### src/logic/host_port_defs.vh
// constants for the byte-wide host command port
// assumes a 125 MHz core clock and a 4-bit host i/o offset
`ifndef HOST_PORT_DEFS_VH
`define HOST_PORT_DEFS_VH
// ====================
// host i/o offsets
`define A_RDATA      4'h0
`define A_STATUS     4'h1
`define A_WDATA      4'h2
`define A_HWCTL      4'h3
`define A_RESET      4'h4
`define A_DOORBELL   4'h5
`define A_IRQ_ACK    4'h6
`define A_AUDIO      4'hb
// ====================
// status bit positions
`define ST_IRQ_N     3
`define ST_RD_FULL   6
`define ST_WR_FULL   7
// ====================
// hardware control fields and reset values
`define HW_AGC_OFF   1
`define HW_IRQ_TRI   3
`define HW_IRQ_MASK  4
`define HWCTL_RST    8'h00
`define AUDIO_RST    4'h0
// ====================
// command byte values
`define CMD_NOP      8'h00
`define CMD_START    8'h01
`define CMD_ABORT    8'h02
// ====================
// reason for interrupt codes
`define RSN_DONE     8'h00
`define RSN_TERM     8'h1c
`define RSN_STAT     8'h1d
`define RSN_READ     8'h1e
`define RSN_WRITE    8'h1f
// ====================
// record framing
`define REC_MAX      10'h200
`define REC_MIN      10'h002
`define REC_HDR      10'h002
`endif

### src/logic/voice_board_host_command_port.v
// host side i/o decode, data handshakes, reset and doorbell commands
// assumes host strobes are one-cycle pulses synchronous to clk and the
// board control processor sits on the cp_ ports
`timescale 1ns/1ps
`default_nettype none
`include "host_port_defs.vh"

// Function
// - bit 7 set on write, cleared on consume
// - bit 6 set on load, cleared by read
// - hard reset discards data, goes on-hook
// - commands: nop, start, abort
// - reason byte loaded before interrupt
// - reason codes 00, 1c to 1f
// - status record follows term or stat
// - start answered by write request reason
// - repeated read/write requests while running
// - words travel low byte first
// - length-prefixed records, at most 512 bytes
// - template lengths sent before templates
// - nonzero type byte soft, zero hard
// - acknowledge write clears latched interrupt
// - status bit 3 low while pending
module voice_board_host_command_port (
   input  wire       clk,
   input  wire       resetn,
   input  wire [3:0] host_addr,
   input  wire       host_wr,
   input  wire       host_rd,
   input  wire [7:0] host_wdata,
   output reg  [7:0] host_rdata,
   output reg        host_irq,
   output reg        host_irq_oe,
   output reg        cp_rx_valid,
   output reg  [7:0] cp_rx_data,
   input  wire       cp_rx_ready,
   output reg        wr_overrun,
   input  wire       cp_tx_valid,
   input  wire [7:0] cp_tx_data,
   input  wire       cp_tx_reason,
   output reg        cp_tx_ready,
   input  wire       cp_done,
   output reg        cmd_nop,
   output reg        cmd_start,
   output reg        cmd_abort,
   output reg        func_busy,
   output reg        soft_reset,
   output reg        hard_reset,
   output reg        line_onhook,
   output reg        agc_disable,
   output reg  [3:0] audio_path,
   output reg        rec_end,
   output reg        rec_len_err
);

// ====================
// host strobes
function hit;
   input [3:0] a;
   input [3:0] k;
   begin
      hit = (a == k);
   end
endfunction

wire wr_data  = host_wr & hit(host_addr, `A_WDATA);
wire wr_hwctl = host_wr & hit(host_addr, `A_HWCTL);
wire wr_reset = host_wr & hit(host_addr, `A_RESET);
wire wr_bell  = host_wr & hit(host_addr, `A_DOORBELL);
wire wr_ack   = host_wr & hit(host_addr, `A_IRQ_ACK);
wire wr_audio = host_wr & hit(host_addr, `A_AUDIO);
wire rd_data  = host_rd & hit(host_addr, `A_RDATA);
wire rd_stat  = host_rd & hit(host_addr, `A_STATUS);

reg [7:0] hwctl;
reg [7:0] last_byte;
reg [7:0] rd_reg;
reg       rd_full;
reg       irq_pend;
reg       irq_arm;
reg       v1;
reg [7:0] d1;

// ====================
// inbound two-entry buffer
// the newest host byte is also kept so a doorbell sees the command
// even after the control processor has drained it
wire pop   = cp_rx_valid & cp_rx_ready;
wire flush = wr_bell | (wr_reset & (last_byte == `CMD_NOP));
wire push  = wr_data & ~(v1 & ~pop);

always @(posedge clk or negedge resetn) begin
   if (!resetn) begin
      cp_rx_valid <= 1'b0;
      cp_rx_data  <= 8'h00;
      v1          <= 1'b0;
      d1          <= 8'h00;
      last_byte   <= 8'h00;
      wr_overrun  <= 1'b0;
   end else begin
      if (wr_data) begin
         last_byte <= host_wdata;
      end
      // a third byte with both slots full is lost and flagged
      wr_overrun <= wr_data & v1 & ~pop & ~flush;
      if (flush) begin
         cp_rx_valid <= 1'b0;
         v1          <= 1'b0;
      end else begin
         if (pop) begin
            if (v1) begin
               cp_rx_data <= d1;
               v1         <= push;
               d1         <= host_wdata;
            end else begin
               cp_rx_valid <= push;
               cp_rx_data  <= host_wdata;
            end
         end else if (push) begin
            if (cp_rx_valid) begin
               v1 <= 1'b1;
               d1 <= host_wdata;
            end else begin
               cp_rx_valid <= 1'b1;
               cp_rx_data  <= host_wdata;
            end
         end
      end
   end
end

// ====================
// outbound read data register and interrupt latch
wire load_rd = cp_tx_valid & cp_tx_ready;

always @(posedge clk or negedge resetn) begin
   if (!resetn) begin
      rd_reg      <= 8'h00;
      rd_full     <= 1'b0;
      cp_tx_ready <= 1'b1;
      irq_arm     <= 1'b0;
      irq_pend    <= 1'b0;
   end else begin
      if (hard_reset) begin
         rd_full     <= 1'b0;
         cp_tx_ready <= 1'b1;
         irq_arm     <= 1'b0;
         irq_pend    <= 1'b0;
      end else begin
         if (load_rd) begin
            rd_reg <= cp_tx_data;
         end
         rd_full     <= load_rd | (rd_full & ~rd_data);
         cp_tx_ready <= ~(load_rd | (rd_full & ~rd_data));
         // byte first, interrupt a cycle later
         irq_arm <= load_rd & cp_tx_reason;
         if (irq_arm) begin
            irq_pend <= 1'b1;
         end else if (wr_ack) begin
            irq_pend <= 1'b0;
         end
      end
   end
end

// ====================
// host read mux, registered; answer one cycle after the strobe
always @(posedge clk or negedge resetn) begin
   if (!resetn) begin
      host_rdata <= 8'h00;
   end else if (rd_data) begin
      host_rdata <= rd_reg;
   end else if (rd_stat) begin
      host_rdata <= 8'h00;
      host_rdata[`ST_WR_FULL] <= cp_rx_valid;
      host_rdata[`ST_RD_FULL] <= rd_full;
      host_rdata[`ST_IRQ_N] <= ~irq_pend;
   end
end

// ====================
// hardware and audio control, interrupt pin
always @(posedge clk or negedge resetn) begin
   if (!resetn) begin
      hwctl       <= `HWCTL_RST;
      audio_path  <= `AUDIO_RST;
      agc_disable <= 1'b0;
      host_irq    <= 1'b0;
      host_irq_oe <= 1'b1;
   end else begin
      if (wr_hwctl) begin
         hwctl       <= host_wdata;
         agc_disable <= host_wdata[`HW_AGC_OFF];
      end
      if (wr_audio) begin
         audio_path <= host_wdata[3:0];
      end
      // polling mode: pin floats, status bit 3 still works
      host_irq    <= irq_pend & ~hwctl[`HW_IRQ_MASK];
      host_irq_oe <= ~hwctl[`HW_IRQ_TRI];
   end
end

// ====================
// doorbell commands and programmed reset
always @(posedge clk or negedge resetn) begin
   if (!resetn) begin
      cmd_nop     <= 1'b0;
      cmd_start   <= 1'b0;
      cmd_abort   <= 1'b0;
      func_busy   <= 1'b0;
      soft_reset  <= 1'b0;
      hard_reset  <= 1'b0;
      line_onhook <= 1'b1;
   end else begin
      cmd_nop   <= wr_bell & (last_byte == `CMD_NOP);
      cmd_start <= wr_bell & (last_byte == `CMD_START);
      cmd_abort <= wr_bell & (last_byte == `CMD_ABORT);
      soft_reset <= wr_reset & (last_byte != `CMD_NOP);
      hard_reset <= wr_reset & (last_byte == `CMD_NOP);
      if (wr_reset & (last_byte == `CMD_NOP)) begin
         line_onhook <= 1'b1;
         func_busy   <= 1'b0;
      end else if (wr_bell & (last_byte == `CMD_START)) begin
         // running until the processor reports done, an abort command or a hard reset
         func_busy   <= 1'b1;
         line_onhook <= 1'b0;
      end else if ((wr_bell & (last_byte == `CMD_ABORT)) | cp_done) begin
         func_busy <= 1'b0;
      end
   end
end

// ====================
// record framing on the inbound stream
// low byte of the length first
reg [9:0] rec_cnt;
reg [9:0] rec_len;
reg       len_lo;
wire      in_rec  = (rec_cnt != 10'h000);
wire [9:0] cnt_nx = rec_cnt + 10'h001;

always @(posedge clk or negedge resetn) begin
   if (!resetn) begin
      rec_cnt     <= 10'h000;
      rec_len     <= 10'h000;
      len_lo      <= 1'b0;
      rec_end     <= 1'b0;
      rec_len_err <= 1'b0;
   end else begin
      rec_end     <= 1'b0;
      rec_len_err <= 1'b0;
      if (flush | hard_reset | ~func_busy) begin
         rec_cnt <= 10'h000;
         len_lo  <= 1'b0;
      end else if (pop) begin
         if (!in_rec && !len_lo) begin
            rec_len[7:0] <= cp_rx_data;
            len_lo       <= 1'b1;
         end else if (len_lo) begin
            len_lo <= 1'b0;
            // lengths outside 2..512 frame nothing
            if ({cp_rx_data, rec_len[7:0]} > {6'h00, `REC_MAX} ||
                {cp_rx_data, rec_len[7:0]} < {6'h00, `REC_MIN}) begin
               rec_len_err <= 1'b1;
            end else if ({cp_rx_data[1:0], rec_len[7:0]} == `REC_HDR) begin
               rec_end <= 1'b1;
            end else begin
               rec_len[9:8] <= cp_rx_data[1:0];
               rec_cnt      <= `REC_HDR;
            end
         end else if (cnt_nx == rec_len) begin
            rec_end <= 1'b1;
            rec_cnt <= 10'h000;
         end else begin
            rec_cnt <= cnt_nx;
         end
      end
   end
end

endmodule
`default_nettype wire

### config.mk
export PLATFORM = sky130hd
export DESIGN_NAME = voice_board_host_command_port
export DESIGN_NICKNAME = d
export VERILOG_FILES = /design/src/logic/voice_board_host_command_port.v
export VERILOG_INCLUDE_DIRS = /design/src /design/src/logic
export SDC_FILE = /design/constraint.sdc
export NUM_CORES = 1
export LEC_CHECK = 0
export ABC_AREA = 0
export BUFFER_PORTS_ARGS = -buffer_cell sky130_fd_sc_hd__buf_2
export CORE_AREA = 2 2 92 94
export CTS_CLUSTER_DIAMETER = 150
export DETAILED_ROUTE_END_ITERATION = 12
export DIE_AREA = 0 0 94 96
export PLACE_DENSITY = 0.84
export SETUP_SLACK_MARGIN = 0.05
export SLEW_MARGIN = 20
export SYNTH_ARGS = -nofsm -noshare
export SYNTH_HDL_FRONTEND = slang
export SYNTH_SLANG_ARGS = --single-unit
### constraint.sdc
create_clock -name clk -period 5.8 [get_ports clk]
set_input_delay 0.29 -clock clk [delete_from_list [all_inputs] [get_ports clk]]
set_output_delay 0.29 -clock clk [all_outputs]
set_load 0.01 [all_outputs]
==> summary.txt <==
CTS
  – CTS buffer count: 9
  – TritonCTS clock tree: done
  – Max Buffers Root-to-Sink: 2
  – Resize count post-CTS: 0
  – Cts hold-fix bufs: 0
  – Clk root buf: clkbuf_8
  – Clock transition at path regs: 0.08 ns
  – Clock latency at the later pin of the worst-skew pair: 0.37 ns
  – Post-CTS Repair Setup Buffers: 0
  – Clock sink total: 86
  – H-tree levels: 3

Global route
  – GRT overflow: 0
  – First-pass GRT wire length: between 10 and 15 mm
  – Initial antenna violation count: 0
  – Largest net degree at the start of global routing: 87
  – GRT Total Usage: 20.86%
  – Number of global-route vias before repair: 2887

Timing
  – Crit share post-route: 47.49%
  – Fin. Hold Viols: 34
  – Fin Clk Skew: around 0.013 ns
  – Fin. max-slew vios: 0
  – Max-Slew Margin vs Limit: a little under two fifths
  – Setup TNS: 0 ns
  – Slew @ Worst Pin: 0.9388 ns
  – Final hold slack: -0.02173 ns
  – Final min period: 2.754 ns
  – Final-report setup violation count: 0
  – Maximum clock frequency: 363.1 MHz
  – Final WS setup: roughly 3.0 ns
  – RSZ-0062 raised after global routing: no

Critical path
  – Max Fanout on Critical Path: 9
  – CP Cell Sequence: ha_1 -> and3_1 -> and4_1 -> o22ai_1 -> nor4_1 -> and4_1 -> nor2_8 -> a221o_1
  – Most used cell, CP: and4_1
  – R2R Setup Slk: 3.05 ns
  – Worst EP required: between 6 and 7 ns
  – Cell family with most CP delay: simple AND/OR/NAND/NOR gates
  – Worst Path Buf+Inv: 0
  – Delay of the slowest cell on the worst path: 0.59 ns
  – Arr. time, crit path: ~3.0 ns
  – CP startpoint kind: flip-flop
  – CP endpoint kind: flip-flop
  – Crit path kind: flip-flop to flip-flop
  – Crit path max-delay cell type: and4_1

Finish
  – Non-filler cells, final: roughly 540
  – Register area: 0.002156 mm^2
  – Layout cells sized above 1: between 20% and 30%
  – Fin nets: 463
  – Commonest cells after routing, fill and taps aside: dfrtp_1, buf_2, mux2_2
  – Synthesis-to-layout area growth: 13.04%
  – Final instance area: 0.004619 mm^2
  – Fillers: 701
  – Biggest regs: rec_cnt x10, rec_len x10
  – Leading cell type in the layout, fill and taps excluded: dfrtp_1
  – Footprint of the multi-input gates: roughly 0.0018 mm^2
  – # diodes: 0

Placement
  – # placed instances: 527
  – Dpl cell area: 0.004447 mm^2
  – Placed wire-length estimate: 6.290 mm
  – Placer congestion estimate: 0.8690
  – Input/output buffers: 62
  – DP Worst Slack: 3.062 ns

Outcome
  – Status: complete, but fails checks
  – Failing checks: hold timing

Die
  – Die Area: between 0.009 and 0.01 mm^2
  – Initial core utilization: between 50% and 60%
  – Chip height: 96 um
  – Die Wd: 94 um
  – Core box area: 0.008051 mm^2
  – Count of standard-cell rows: 33
  – Ports: 63

Min path
  – Worst hold path class: input port to asynchronous set/reset pin

Detailed routing
  – Final antenna-violating net count: 0
  – Drt via density: 5.549
  – WL per Instance: 15.90 um
  – Initial DRC Count: 255
  – Via count: 3013
  – Drt pass-1 iters: 4
  – DR DRC count: 0
  – DRT Wirelength: about 8.6 mm

Logic synthesis
  – Post-Syn Nets: 407
  – Syn Area/Cell: ~11 um^2
  – Syn Std Cell Area: a little over 0.004 mm^2
  – Sequential area share after synthesis: approximately 53%
  – Gate Count Post-Synth: 377
  – Post-synthesis register bit count: 86
  – Yosys top cell area share: 50.83%
  – Area leader, netlist: dfrtp_1
  – Count of cell types in the netlist: 50
  – Ys Warns: 0
  – Top post-synthesis cells by area: dfrtp_1, mux2_2, nand2_1
  – EDFF count, synth: 0
  – Synth Flop Type: dfrtp_1
  – Post-synth ARST share: 100.0%

Power and ir drop
  – Peak VDD IR: 0.2222 mV
  – Pwr Total: 0.001541 W
  – Leak: 2.232 nW
  – Pwr/cell area: 333.5 mW/mm^2

Run
  – Max-cap violation count: 0
-- layer usage --
metal | GRT usage [%] | up-vias | share of wire [%]
met2 | 33.75 | 79 | 50
met5 | 0 | - | 0
li1 | - | 1451 | -
met3 | 3.759 | 18 | 3.6
met1 | 27.49 | 1465 | 44
met4 | 9.783 | 0 | 2.7
-- cells in the mapped netlist, drive strengths merged (4+ instances only) --
library cell	n
dfrtp	83
mux2	42
nand2	41
nor2	35
o21ai	25
nor3	14
buf	10
mux2i	10
a21oi	9
inv	8
a221o	7
clkbuf	7
nand3	7
nor2b	7
nand2b	6
xnor2	6
xor2	6
and2	4
and3	4
nand4	4
nor4	4
nor4b	4
-- worst paths after layout --
check,startpoint,end,cells after the start
setup / recovery,rec_cnt[0]$_DFFE_PN0P_,rec_cnt[2]$_DFFE_PN0P_,8
hold / removal,resetn,rec_cnt[6]$_DFFE_PN0P_,1
setup reg to reg,rec_cnt[0]$_DFFE_PN0P_,rec_cnt[2]$_DFFE_PN0P_,8
hold reg to reg,hwctl[3]$_DFFE_PN0P_,host_irq_oe$_DFF_PN1_,1
max in group asynchronous,resetn,rec_len[2]$_DFFE_PN0P_,1
min in group clk,cp_tx_reason,irq_arm$_DFF_PN0_,3
-- metrics by stage --
| step | utilization (%) | hold WS, ns |
|---|---|---|
| 3_5_place_dp | 55.23 | 0.3674 |
| 4_1_cts | 57.33 | 0.1177 |
| 2_1_floorplan | - | -0.005591 |
| 6_report | 57.37 | -0.02173 |
| 3_3_place_gp | 55.23 | 0.3598 |
| 5_1_grt | 57.37 | 0.02874 |
-- power by group --
group / internal [W] / switching [W]
registers: 0.000739 / 0.0000963
logic: 0.000165 / 0.000165
clock network: 0.000166 / 0.000209
total: 0.00107 / 0.000470
-- logic make-up (layout without fill, tap and decap cells) --
| group | count (synthesis) | count (layout) | share of synthesized area [%] |
|---|---|---|---|
| AND/OR/NAND/NOR | 146 | 146 | 18.80 |
| flip-flops | 86 | 86 | 52.76 |
| AO/OA/AOI/OAI | 54 | 54 | 8.451 |
| multiplexers | 52 | 52 | 14.02 |
| buffers and inverters | 25 | 86 | 2.786 |
| XOR/XNOR | 12 | 12 | 2.572 |
| adder cells (fa/ha/maj) | 2 | 2 | 0.6123 |
-- layout make-up --
class                      count  area share [%]
tap                          105           2.844
timing repair buffer          62           6.853
inverter                       8          0.6501
sequential                    86           46.67
multi-input combinational    266           39.33
clock buffer                  12           3.142
clock inverter                 4          0.5146
No activity file was read; power rests on OpenSTA's default activity.
